--- src/verilog/dsr_consts.vh ---
// Purpose: Shared constants for the decimating converter serial readout.
// Assumes: System clock of 100 MHz (10 ns period).
// Notes: Times are kept in ns; cycle counts derive from them.
`ifndef DSR_CONSTS_VH
`define DSR_CONSTS_VH

`define DSR_CLK_PERIOD_NS 10
`define DSR_WORD_BITS 24
`define DSR_MCLK_PER_UNIT 8
// Rising master clock edge to ready falling edge, typical
`define DSR_T_FALL_NS 510
// Rising master clock edge to ready rising edge, per rate variant
`define DSR_T_RISE_N1_NS 265
`define DSR_T_RISE_N2_NS 128
`define DSR_T_RISE_N4_NS 71
// Entering sync/power-down: master clock edge to ready high
`define DSR_T_SYNC_NS 20
// Longest times round down, never below one cycle
`define DSR_CYC_DOWN(t) (((t) / `DSR_CLK_PERIOD_NS) < 1 ? 1 : ((t) / `DSR_CLK_PERIOD_NS))
`define DSR_FALL_CYC `DSR_CYC_DOWN(`DSR_T_FALL_NS)
`define DSR_RISE_N1_CYC `DSR_CYC_DOWN(`DSR_T_RISE_N1_NS)
`define DSR_RISE_N2_CYC `DSR_CYC_DOWN(`DSR_T_RISE_N2_NS)
`define DSR_RISE_N4_CYC `DSR_CYC_DOWN(`DSR_T_RISE_N4_NS)
`define DSR_SYNC_CYC `DSR_CYC_DOWN(`DSR_T_SYNC_NS)

`endif

--- src/verilog/dsr_readout.v ---
// Purpose: Ready strobe pacing and serial result shift-out of a 24-bit converter.
// Assumes: Master clock, shift clock, select, chain input and sync are pins,
//   sampled by the 100 MHz system clock; results arrive on a parallel port.
// Notes: Pin edges are seen two to three system cycles late after syncing.
`timescale 1ns/1ps
`include "dsr_consts.vh"

module dsr_readout #(
  parameter RATE_N = 1,
  parameter WORD_BITS = `DSR_WORD_BITS
) (
  input wire clk_sys_i,
  input wire rst_b_i,
  input wire master_clk_i,
  input wire shift_clk_i,
  input wire select_n_i,
  input wire chain_serial_in_i,
  input wire sync_powerdown_n_i,
  input wire [WORD_BITS-1:0] result_i,
  output reg result_take_o,
  output reg ready_n_o,
  output reg serial_result_out_o,
  output reg serial_result_out_oe_o,
  output reg powered_down_o
);
  // Decimation ratio and strobe high-pulse timing follow the rate variant
  // Cycle counts are worked out as integers, then cut to counter width
  localparam integer PERIOD_INT = RATE_N * `DSR_MCLK_PER_UNIT;
  localparam integer FALL_INT = `DSR_FALL_CYC;
  localparam integer RISE_INT = (RATE_N == 4) ? `DSR_RISE_N4_CYC :
                                (RATE_N == 2) ? `DSR_RISE_N2_CYC : `DSR_RISE_N1_CYC;
  localparam integer SYNC_INT = `DSR_SYNC_CYC;
  localparam [7:0] PERIOD_MCLK = PERIOD_INT[7:0];
  localparam [7:0] FALL_CYC = FALL_INT[7:0];
  localparam [7:0] RISE_CYC = RISE_INT[7:0];
  localparam [7:0] SYNC_CYC = SYNC_INT[7:0];
  // Down-count value at which the high pulse starts, timed from the same edge
  localparam [7:0] RISE_AT = FALL_CYC - RISE_CYC + 8'h01;

  localparam [1:0] ST_RUN = 2'd0;
  localparam [1:0] ST_FALLW = 2'd1;
  localparam [1:0] ST_RISEW = 2'd2;
  localparam [1:0] ST_DOWN = 2'd3;

  ////////////////////////////////////////////////////////////////////////////
  // Pin synchronisers
  wire [3:0] pins_s;
  wire mclk_s;
  wire sclk_s;
  wire sel_n_s;
  wire sync_n_s;
  reg mclk_d;
  reg sclk_d;
  reg chain_d;

  // Clock pins reset high so no false edge follows reset
  dsr_sync2 #(.WIDTH(4), .RST_VAL(4'hf)) u_sync (
    .clk_sys_i(clk_sys_i),
    .rst_b_i(rst_b_i),
    .async_i({master_clk_i, shift_clk_i, select_n_i, sync_powerdown_n_i}),
    .sync_o(pins_s)
  );
  assign mclk_s = pins_s[3];
  assign sclk_s = pins_s[2];
  assign sel_n_s = pins_s[1];
  assign sync_n_s = pins_s[0];

  // Chain input passes its own two stages
  reg chain_m;
  reg chain_s;
  always @(posedge clk_sys_i or negedge rst_b_i) begin
    if (!rst_b_i) begin
      chain_m <= 1'b0;
      chain_s <= 1'b0;
    end else begin
      chain_m <= chain_serial_in_i;
      chain_s <= chain_m;
    end
  end

  always @(posedge clk_sys_i or negedge rst_b_i) begin
    if (!rst_b_i) begin
      mclk_d <= 1'b1;
      sclk_d <= 1'b1;
      chain_d <= 1'b0;
    end else begin
      mclk_d <= mclk_s;
      sclk_d <= sclk_s;
      chain_d <= chain_s;
    end
  end

  wire mclk_rise = mclk_s & ~mclk_d;
  wire sclk_fall = ~sclk_s & sclk_d;

  ////////////////////////////////////////////////////////////////////////////
  // Ready strobe pacing
  // Sync low on a master rise overrides every state
  reg [1:0] state;
  reg [7:0] mcnt;
  reg [7:0] dly;

  always @(posedge clk_sys_i or negedge rst_b_i) begin
    if (!rst_b_i) begin
      state <= ST_DOWN;
      mcnt <= 8'h00;
      dly <= 8'h00;
      ready_n_o <= 1'b1;
      powered_down_o <= 1'b1;
      result_take_o <= 1'b0;
    end else begin
      result_take_o <= 1'b0;
      if (mclk_rise && !sync_n_s) begin
        // Sync low seen on an edge: enter power-down, strobe goes high
        state <= ST_DOWN;
        mcnt <= 8'h00;
        dly <= SYNC_CYC;
        powered_down_o <= 1'b1;
      end else begin
        case (state)
          ST_DOWN: begin
            if (dly != 8'h00) begin
              dly <= dly - 8'h01;
              if (dly == 8'h01) begin
                ready_n_o <= 1'b1;
              end
            end
            if (mclk_rise && sync_n_s) begin
              // Restart: first strobe fall follows this edge
              powered_down_o <= 1'b0;
              ready_n_o <= 1'b1;
              mcnt <= 8'h00;
              dly <= FALL_CYC;
              state <= ST_FALLW;
            end
          end
          ST_RUN: begin
            if (mclk_rise) begin
              // Period ends on the 8n-th master rise after the last period end
              if (mcnt == PERIOD_MCLK - 8'h01) begin
                mcnt <= 8'h00;
                dly <= FALL_CYC;
                state <= ST_RISEW;
              end else begin
                mcnt <= mcnt + 8'h01;
              end
            end
          end
          ST_RISEW: begin
            // Short high pulse; the fall still counts from the period-end edge
            if (mclk_rise) begin
              mcnt <= mcnt + 8'h01;
            end
            if (dly == RISE_AT) begin
              ready_n_o <= 1'b1;
              state <= ST_FALLW;
            end
            dly <= dly - 8'h01;
          end
          ST_FALLW: begin
            // The word loads at this fall; the take pulse is raised in the same cycle
            if (mclk_rise) begin
              mcnt <= mcnt + 8'h01;
            end
            if (dly == 8'h01) begin
              ready_n_o <= 1'b0;
              result_take_o <= 1'b1;
              state <= ST_RUN;
            end
            dly <= dly - 8'h01;
          end
          default: begin
            state <= ST_DOWN;
          end
        endcase
      end
    end
  end

  ////////////////////////////////////////////////////////////////////////////
  // Serial shift-out
  // Only the bits below the MSB are stored; the MSB leaves at load
  reg [WORD_BITS-2:0] shreg;
  // Load on the edge that drops the strobe, so data is valid with it
  wire word_load = (state == ST_FALLW) && (dly == 8'h01) && !(mclk_rise && !sync_n_s);

  always @(posedge clk_sys_i or negedge rst_b_i) begin
    if (!rst_b_i) begin
      shreg <= {(WORD_BITS-1){1'b0}};
      serial_result_out_o <= 1'b0;
      serial_result_out_oe_o <= 1'b0;
    end else begin
      // Enable follows select; no gating by strobe so bus sharing is host-led
      serial_result_out_oe_o <= ~sel_n_s;
      if (word_load) begin
        // New word: MSB presented at once, held until the first shift-clock fall
        shreg <= result_i[WORD_BITS-2:0];
        serial_result_out_o <= result_i[WORD_BITS-1];
      end else if (sclk_fall && !sel_n_s) begin
        // Chain bits enter at the bottom, so the first one follows bit 0
        serial_result_out_o <= shreg[WORD_BITS-2];
        shreg <= {shreg[WORD_BITS-3:0], chain_d};
      end
    end
  end
endmodule

--- src/verilog/dsr_sync2.v ---
// Purpose: Two-flop synchroniser for a bundle of asynchronous inputs.
// Assumes: Inputs come from pins outside the system clock domain.
// Notes: First stage feeds only the second stage.
`timescale 1ns/1ps
module dsr_sync2 #(
  parameter WIDTH = 4,
  parameter [WIDTH-1:0] RST_VAL = {WIDTH{1'b0}}
) (
  input wire clk_sys_i,
  input wire rst_b_i,
  input wire [WIDTH-1:0] async_i,
  output reg [WIDTH-1:0] sync_o
);
  reg [WIDTH-1:0] meta;

  always @(posedge clk_sys_i or negedge rst_b_i) begin
    if (!rst_b_i) begin
      meta <= RST_VAL;
      sync_o <= RST_VAL;
    end else begin
      meta <= async_i;
      sync_o <= meta;
    end
  end
endmodule
--- config.mk ---
export PLATFORM = sky130hd
export DESIGN_NAME = dsr_readout
export DESIGN_NICKNAME = d
export VERILOG_FILES = /design/src/verilog/dsr_readout.v /design/src/verilog/dsr_sync2.v
export VERILOG_INCLUDE_DIRS = /design/src /design/src/verilog
export SDC_FILE = /design/constraint.sdc
export NUM_CORES = 1
export LEC_CHECK = 0
export ABC_AREA = 1
export ABC_CLOCK_PERIOD_IN_PS = 2500
export BUFFER_PORTS_ARGS = -buffer_cell sky130_fd_sc_hd__buf_2
export CORE_ASPECT_RATIO = 1.2
export CORE_MARGIN = 1
export CORE_UTILIZATION = 40
export CTS_CLUSTER_DIAMETER = 30
export DETAILED_ROUTE_END_ITERATION = 10
export HOLD_SLACK_MARGIN = 0.05
export SYNTH_ARGS = -nofsm -noshare
export SYNTH_HDL_FRONTEND = slang
export SYNTH_SLANG_ARGS = --single-unit
--- constraint.sdc ---
create_clock -name clk_sys_i -period 2.5 [get_ports clk_sys_i]
set_input_delay 0.375 -clock clk_sys_i [delete_from_list [all_inputs] [get_ports clk_sys_i]]
set_output_delay 0.375 -clock clk_sys_i [all_outputs]
set_load 0.1 [all_outputs]
### Word level (Yosys, flattened, before mapping)

Index checks and enable logic that the tools add are counted.

| storage, ports and cells | value |
|---|---|
| input bits | 31 |
| register bits | 59 |
| output and inout bits | 5 |
| word-level logic and storage cells | 96 |

| cells by class | value |
|---|---|
| bitwise operators | 6 |
| reduce and logical (&&, ||, !) cells | 20 |
| add/subtract/negate cells | 2 |
| multiplexer cells | 35 |
| equal/unequal tests | 17 |

Operators by type and width:

| kind | count |
|---|---|
| 8-bit two-way mux | 10 |
| 8-bit case mux with 3 select lines | 2 |
| 23-bit two-way mux | 2 |
| 3-bit != test, second input constant | 7 |
| 1-bit two-way mux | 13 |
| 2-bit two-way mux | 6 |
| 8-bit by 1-bit adder with 8-bit output, second input constant | 1 |
| 8-bit by 1-bit equality test with 1-bit output, second input constant | 1 |
| 8-bit by 3-bit equality test with 1-bit output, second input constant | 1 |
| 8-bit by 5-bit equality test with 1-bit output, second input constant | 1 |
| 2-bit case mux with 4 select lines | 1 |
| 8-bit nonzero test | 1 |
| 8-bit by 1-bit subtractor with 8-bit output, second input constant | 1 |
| 3-bit AND reduction | 2 |
| 6-bit AND reduction | 1 |
| 2-bit nonzero test | 3 |
| 1-bit logical AND | 5 |
| 5-bit AND reduction | 1 |
| 2-bit equality test, second input constant | 2 |
| 2-bit != test, second input constant | 2 |
| 4-bit != test, second input constant | 1 |
| 1-bit NOT | 4 |
| 1-bit logical NOT | 3 |
| 3-bit by 1-bit != test with 1-bit output, second input constant | 1 |
| 7 further kinds | 8 |

### Longest topological paths before layout

Gate-level depths: netlist (run 1).

| depth | value |
|---|---|
| depth in word-level cells | 6 |
| mapped depth | 10 |
| gate-level depth less buffers | 10 |

### By module

A second synthesis (run 1) with hierarchy kept.

| unflattened totals | value |
|---|---|
| cells, all modules | 363 |
| area total of the unflattened synthesis | 3,019.1 µm² |

Modules (own cells, without submodules):

| module | seq. area each (µm²) | area an instance (µm²) | times used | cells an instance |
|---|---|---|---|---|
| dsr_readout | 1,283.7 | 2,808.9 | 1 | 355 |
| dsr_sync2 | 210.2 | 210.2 | 1 | 8 |

### Least setup slack after synthesis (run 1)

OpenSTA, ideal clock, no wires.

| timing | value |
|---|---|
| kind | reg2reg |
| start point | register state[0] |
| end point | register mcnt[5] |
| cell stages (with the launch flop) | 10 |
| data required time | 2.373 ns |
| setup time | 0.127 ns |
| data arrival time | 1.675 ns |
| period minus slack after synthesis | 1.802 ns |
| buffers on the path | 0 |
| setup slack | 0.698 ns |
| path through | dfstp_2 inv_1 ha_1 nor2_1 nand2_1 nand2_2 nand2_1 nor2_1 xor2_1 nor2_1 |

| on the way | value |
|---|---|
| longest elaborated chain between the ends | 4 |
| elaborated cells on any way between the ends | 11 |
| those cells by class | 6 x eq/ne; 2 x mux; 3 x reduce/logical |

RTL lines:

| element | line | RTL |
|---|---|---|
| start: declaration | dsr_readout.v:99 | `reg [1:0] state;` |
| start signal: assignment | dsr_readout.v:105 | `state <= ST_DOWN;` |
| start signal: assignment | dsr_readout.v:115 | `state <= ST_DOWN;` |
| start signal: assignment | dsr_readout.v:134 | `state <= ST_FALLW;` |
| 2-bit by 1-bit equality test with 1-bit output or 2-bit equality test (tied branches) | dsr_readout.v:120 | `case (state)` |
| 2-bit OR reduction (no line) | - |  |
| 3-bit by 1-bit != test with 1-bit output (no line) or 8-bit case mux with 3 select lines (tied branches) | - |  |
| 3-bit AND reduction (no line) or 8-bit two-way mux (tied branches) | - |  |
| end signal: assignment | dsr_readout.v:145 | `mcnt <= mcnt + 8'h01;` |
| end signal: assignment | dsr_readout.v:152 | `mcnt <= mcnt + 8'h01;` |
| end signal: assignment | dsr_readout.v:163 | `mcnt <= mcnt + 8'h01;` |
| end: declaration | dsr_readout.v:100 | `reg [7:0] mcnt;` |

Parallel ways exist; a longest one is shown, timed or not.
A chain may end at the register's enable or synchronous reset.

### Worst setup path after layout (run 1)

| timing | value |
|---|---|
| start point | register state[0] |
| end point | register mcnt[6] |

Same word-level chain as after synthesis.

==> impl_metrics.py, run 1 <==
metrics = {
    "hold_path": {
        "min_path_type": "input pin to flop",
        "min_path_cells": 1,
    },
    "die": {
        "die_area_um2": 7730,
        "design.core.area_um2": 6980,
        "fp-row-count": 33,
        "start_util_pct": 42.3,
        "num_io_pins": 36,
        "die_w_um": 80.4,
        "die_h_um": 96.1,
    },
    "routing": {
        "avgRoutedWirePerCell_um": 11.9,
        "route.detailed.drc": 0,
        "drt_iter0_drc": 188,
        "vias": 2397,
        "wirelength_mm": 5.90,
        "dr.pass1.iters": 4,
        "vias_per_cell": 4.85,
        "postRouteAntennaNets": 0,
    },
    "placed_design": {
        "portBuffers": 35,
        "gp_congestion": 0.849,
        "place_area_um2": 3210,
        "dp_hpwl_mm": 4.22,
        "place_ws_ps": 480,
    },
    "setup_path": {
        "reg2regPathDepth": 8,
        "arrival_ps": 2220,
        "cp_data_required_time_ps": 2700,
        "path_class": "flop to flop",
        "crit_path_cell_trace": "inv_1 > ha_1 > nor2_1 > nand2_1 > nand2_2 > inv_2 > nor2_1 > nor2_1",
        "crit_path_end_kind": "flop",
        "crit_path_max_incr_delay_ps": 550,
        "worstPathMaxFanout": 9,
        "slowest_stage": "dfstp_2",
        "critPathLaunchType": "flop",
        "path_common_cell": "nor2_1",
    },
    "global_route": {
        "globalRouteTotalUtil_pct": 17.4,
        "grt_max_degree": 28,
        "antenna_found_initial": 0,
        "overflow": 0,
        "grt_pass1_vias": 2297,
        "grt_pass1_wl_mm": 10.3,
    },
    "job": {
        "cap_violations": 0,
    },
    "sta": {
        "timing.final.crit_period_ps": 2020,
        "setup_viol": 0,
        "fmax_mhz": 496,
        "slew_viol_final": 0,
        "rsz0062_at_grt": "false",
        "slew_headroom_pct": 65.2,
        "tightestPinTransition_ps": 520,
        "fin_hold_ws_ps": 143,
        "final.setup.worst_slack_ps": 484,
        "finalCritPeriodShare_pct": 80.7,
        "setup_tns_ps": 0,
        "hold_violations": 0,
        "clock_skew_ps": 9.73,
    },
    "clocking": {
        "cts.htree.levels": 3,
        "cts_tree": "built",
        "cts_buffers": 9,
        "clockBufferDepth": 2,
        "cts.sinks": 59,
        "clk_pin_slew_worst_paths_ps": 60,
        "post-cts-setup-buffers": 0,
        "insertion_delay_ps": 330,
        "cts_root_buf": "clkbuf_8",
    },
    "yosys": {
        "syn-num-nets": 400,
        "netlist_instances": 359,
        "syn_area_um2": 2950,
        "yosys.area.top_type": "dfrtp_1",
        "synth_seq_cells": 59,
        "yosysSeqAreaShare_pct": 50.6,
        "synth.top_cell.area_share_pct": 38.1,
        "synth_cell_type_count": 30,
        "yosysWarnings": 0,
        "synth.area.top_cells": "dfrtp_1, nand2_1, dfstp_2",
        "synth.avg_cell_area_um2": 8.23,
    },
    "finish": {
        "layout-drive-gt1-share_pct": 19.7,
        "nets": 443,
        "area_growth_pct": 15.5,
        "n_antenna_cell": 0,
        "fin_area_um2": 3410,
    },
    "outcome": {
        "status": "completed",
    },
    "pwr": {
        "power.density_nw_per_um2": 1140,
        "leakage_nw": 1.74,
        "ir_drop_mv": 0.624,
        "power_mw": 3.87,
    },
}
report_power, final:
part | internal [mW] | switching, mW
logic | 0.497 | 1.05
registers | 1.27 | 0.205
clock network | 0.486 | 0.359
total | 2.25 | 1.62
metrics by stage:
step	std cells	util [%]
6_report	494	48.9
2_1_floorplan	359	-
5_1_grt	494	48.9
3_5_place_dp	477	46.0
3_3_place_gp	477	46.0
4_1_cts	494	48.9
worst max-delay path, delay by kind of cell, from the launching register on:
kind,cells,cell delay [ps]
buf+inv,2,150
flops,1,550
fa+ha+maj,1,270
simple gates,5,920
sequential cells by signal, summed over array words and instances (netlist names):
signal / count
shreg: 23
dly: 8
mcnt: 8
u_sync.meta: 4
u_sync.sync_o: 4
state: 2
chain_d: 1
chain_m: 1
chain_s: 1
mclk_d: 1
powered_down_o: 1
ready_n_o: 1
result_take_o: 1
sclk_d: 1
serial_result_out_o: 1
serial_result_out_oe_o: 1
logic make-up (layout without fill, tap and decap cells):
kind of cell,count (synthesis),count (layout),share of synthesized area (%)
flops,59,59,50.6
buf+inv,42,90,6.27
simple gates,220,220,33.4
xor+xnor,4,4,1.19
compound gates,24,24,4.32
fa+ha+maj,10,10,4.24
cell usage in the layout (no fill, tap or decap), types with 2 or more instances in the layout:
| cell type | synthesis | layout |
|---|---|---|
| a21oi_1 | 3 | 3 |
| buf_2 | 2 | 35 |
| buf_4 | 2 | 4 |
| clkbuf_1 | 2 | 3 |
| clkbuf_8 | 0 | 10 |
| clkinv_2 | 0 | 2 |
| dfrtp_1 | 45 | 45 |
| dfstp_2 | 14 | 14 |
| ha_1 | 10 | 10 |
| inv_1 | 30 | 30 |
| inv_2 | 3 | 3 |
| nand2_1 | 111 | 111 |
| nand2_2 | 2 | 2 |
| nand3_1 | 66 | 66 |
| nand3b_1 | 2 | 2 |
| nand4_1 | 4 | 4 |
| nor2_1 | 25 | 25 |
| nor2_2 | 2 | 2 |
| nor2_4 | 2 | 2 |
| o21ai_0 | 18 | 18 |
| o21bai_1 | 2 | 2 |
| xor2_1 | 3 | 3 |
synthesized netlist by cell type:
cell,n
buf_6,2
buf_4,2
or2_2,1
a22oi_1,1
inv_2,3
inv_1,30
xnor2_1,1
xor2_1,3
clkbuf_1,2
dfrtp_1,45
nand3b_1,2
nand2_2,2
buf_2,2
a21oi_1,3
nand4_4,1
nor2_4,2
nand4_1,4
nor2_2,2
o21bai_1,2
nand3_2,1
nand2_1,111
ha_1,10
nand3_1,66
nor3_1,1
inv_4,1
nor4_1,1
and2_4,1
o21ai_0,18
dfstp_2,14
nor2_1,25
routing by layer:
layer  track usage [%]  routed length (um)  vias to the layer above
met5                 0                   0                        -
met4              7.29                  99                        0
met3              4.64                 274                       11
li1                  -                   -                     1240
met2              28.4                2790                       57
met1              21.9                2740                     1089
final cells by class:
cell class	count	area [um^2]
Clock buffer	13	149
Clock inverter	3	40.0
Fill cell	686	3570
Inverter	34	130
Multi-Input combinational cell	258	1270
Sequential cell	59	1490
Tap cell	87	109
Timing Repair Buffer	40	215
path summary, 6_finish.rpt:
kind                       slack [ps]                          endpoint                  from
min in group asynchronous         510  serial_result_out_oe_o$_DFF_PN0_               rst_b_i
max in group asynchronous        1260              state[0]$_DFFE_PN1P_               rst_b_i
setup / recovery                  480               mcnt[6]$_DFFE_PN0P_  state[0]$_DFFE_PN1P_
hold / removal                    140          u_sync.meta[3]$_DFF_PN1_          master_clk_i
hold reg to reg                   350                 chain_d$_DFF_PN0_     chain_s$_DFF_PN0_
setup reg to reg                  480               mcnt[6]$_DFFE_PN0P_  state[0]$_DFFE_PN1P_
repair_timing:
action,CTS,global route
setup endpoints to repair,0,0
hold buffers,1,0
hold endpoints to repair,8,0
resized for setup,0,0
No activity file was read; power rests on OpenSTA's default activity.
==> inputs of run 2 (changes only) <==
Settings changed: ABC_AREA 1 to 0, ABC_CLOCK_PERIOD_IN_PS 2500 to 1750.
Clock period 2.5 ns to 1.75 ns, I/O delays scaled along.
==> run 2 against run 1 <==
- the flow now finishes with violations (negative setup slack)
- clock power rose by 74%
- combinational power rose by 120%
- final cell count fell by 6.5%
- synthesized area fell by 2.0%
- register-to-register slack got worse by 540 ps
- final area rose by 17%
- clock skew rose by 3.6 ps
- via count barely moved
- count of clock-buffer cells in the layout fell by 3
- setup slack got worse by 540 ps
- non-clock buffer count rose by 43
- critical path type unchanged
- largest cell class is now multi-input gates
- highest routed layer unchanged
==> impl_metrics.py, run 2 <==
metrics = {
    "sta": {
        "setup_viol": 9,
        "hold_violations": 0,
        "final.setup.worst_slack_ps": -58.5,
        "clock_skew_ps": 13.3,
        "slew_headroom_pct": 67.3,
        "slew_viol_final": 0,
        "timing.final.crit_period_ps": 1810,
        "rsz0062_at_grt": "true",
        "finalCritPeriodShare_pct": 103,
        "setup_tns_ps": -173,
        "tightestPinTransition_ps": 494,
        "fmax_mhz": 553,
    },
    "yosys": {
        "yosysMostFrequentCell": "dfrtp_1",
        "synthTopCellsByCount": "dfrtp_1, nor2_1, a21oi_1, mux2i_1, nand2_1",
        "synth_cell_type_count": 44,
        "synth_edf_count": 0,
        "synth-main-ff-cell": "dfrtp_1",
        "syn_area_um2": 2890,
        "yosysSeqAreaShare_pct": 51.6,
        "synth.avg_cell_area_um2": 10.0,
        "synth_seq_cells": 59,
        "synth.area.top_cells": "dfrtp_1, dfstp_2, mux2i_1",
        "netlist_instances": 288,
        "yosys.area.top_type": "dfrtp_1",
        "synthArstFlopShare_pct": 100,
        "syn-num-nets": 329,
        "yosysWarnings": 0,
        "synth.top_cell.area_share_pct": 38.9,
    },
    "die": {
        "fp-row-count": 33,
        "die_h_um": 95.2,
        "start_util_pct": 42.0,
        "die_w_um": 79.7,
        "die_area_um2": 7580,
        "design.core.area_um2": 6900,
        "num_io_pins": 36,
    },
    "hold_path": {
        "min_path_type": "input pin to flop",
    },
    "clocking": {
        "cts.htree.levels": 3,
        "cts_root_buf": "clkbuf_8",
        "insertion_delay_ps": 340,
        "cts_buffers": 9,
        "cts.sinks": 59,
        "cts_tree": "built",
        "clk_pin_slew_worst_paths_ps": 70,
        "clockBufferDepth": 2,
    },
    "outcome": {
        "status": "finished, violations left",
        "violations": "negative setup slack",
    },
    "global_route": {
        "grt.busiest_layer": "met2",
        "grt.met1_usage_pct": 21.4,
        "antenna_found_initial": 0,
        "use_met2_pct": 30.6,
        "grt_pass1_vias": 2329,
        "grt_max_degree": 49,
        "globalRouteTotalUtil_pct": 18.1,
        "grt_pass1_wl_mm": 10.4,
        "overflow": 0,
        "gr-usage-met3_pct": 4.40,
    },
    "finish": {
        "fill_cells": 613,
        "n_antenna_cell": 0,
        "final_cell_mix": "dfrtp_1, nor2_1, buf_4, buf_2",
        "nets": 411,
        "largestRegisters": "shreg: 23 flops, dly: 8 flops, mcnt: 8 flops",
        "layout-drive-gt1-share_pct": 38.9,
        "area_growth_pct": 38.0,
        "fin_cells": 462,
        "final_common_cell": "dfrtp_1",
        "largest_reg_flops": 23,
        "top_register": "shreg",
    },
    "routing": {
        "vias_per_cell": 5.19,
        "wirelength_mm": 6.66,
        "drt_iter0_drc": 103,
        "avgRoutedWirePerCell_um": 14.4,
        "vias": 2399,
        "dr.pass1.iters": 5,
        "postRouteAntennaNets": 0,
        "route.detailed.drc": 0,
    },
    "placed_design": {
        "portBuffers": 35,
        "dpl.cell_count": 436,
        "gp_congestion": 0.892,
        "dp_hpwl_mm": 4.38,
    },
    "pwr": {
        "leakage_nw": 1.78,
        "power_mw": 7.03,
        "power.density_nw_per_um2": 1760,
        "ir_drop_mv": 0.813,
    },
    "setup_path": {
        "path_class": "flop to flop",
        "arrival_ps": 2060,
        "cp_data_required_time_ps": 2000,
        "critPathLaunchType": "flop",
        "worstPathMaxFanout": 7,
        "crit_path_end_kind": "flop",
    },
    "job": {
        "cap_violations": 0,
    },
}
==> run 2: cell count changes after synthesis, moves of 5 or more <==
cell and change:
a21oi_1 +24, o21ai_0 -12, nor2_1 +15, mux2i_1 +26
nor2b_1 +6, buf_2 +5, o21ai_1 +10, o31ai_1 +7
nand3_1 -59, inv_1 -23, nand2_1 -87
==> run 2: final cells by class <==
cell class	count	area, um^2	share of cell area (%)
clock buffers	10	128	3.20
clock inverters	6	105	2.63
inverters	7	31.3	0.783
multi-input cells	210	1510	37.9
flip-flops and latches	59	1490	37.4
well taps	87	109	2.73
repair buffers	83	613	15.4
==> run 2: what timing repair did <==
action,CTS,global route
setup buffers,1,1
gates cloned,0,2
pin swaps,4,2
hold endpoints to repair,8,0
endpoints found under the setup margin,17,26
gates resized for setup,15,25
hold buffers,6,0
==> run 2: path summary, 6_finish.rpt <==
check	startpoint	end	slack (ps)	cells after the start
worst min register to register	chain_m$_DFF_PN0_	chain_s$_DFF_PN0_	350	0
worst max-delay path	state[0]$_DFFE_PN1P_	dly[6]$_DFFE_PN0P_	-60	6
worst min-delay path	result_i[2]	shreg[2]$_DFFE_PN0P_	160	3
max in group asynchronous	rst_b_i	powered_down_o$_DFFE_PN1P_	740	3
worst max register to register	state[0]$_DFFE_PN1P_	dly[6]$_DFFE_PN0P_	-60	6
min in group asynchronous	rst_b_i	result_take_o$_DFF_PN0_	390	2
==> run 2: cell families (layout without fill, tap and decap cells) <==
kind of cell,after synthesis,in the layout,synth area share [%]
simple gates,105,106,17.8
compound gates,68,68,14.4
flops,59,59,51.6
mux,26,26,8.99
buf+inv,20,106,2.90
fa+ha+maj,10,10,4.32
==> run 2: power breakdown <==
part           switching [mW]  internal, mW  total [mW]
combinational            1.82          1.57        3.39
sequential              0.297          1.87        2.16
clock                   0.533         0.939        1.47
==> run 2: layer usage <==
layer,wire (um),share of wire (%)
met1,2960,44
met2,3330,50
met3,208,3.1
met4,157,2.4
met5,0,0
==> run 2: worst max-delay path, stage by stage, from the launching register on <==
cell and delay (ps):
dfstp_2 580, inv_4 60, ha_4 180, a41o_1 200
a22o_1 260, or2_4 280, o31ai_2 170
==> run 2: metrics by stage <==
stage          util [%]  setup WS [ps]  hold WS (ps)  area (um^2)
2_1_floorplan         -          -63.1         -33.1         2920
3_3_place_gp       50.3          -73.1           212         3470
3_5_place_dp       50.3           -158           220         3470
4_1_cts            55.8          -68.0           161         3840
5_1_grt            57.9           -124           166         3990
6_report           57.9          -58.5           165         3990
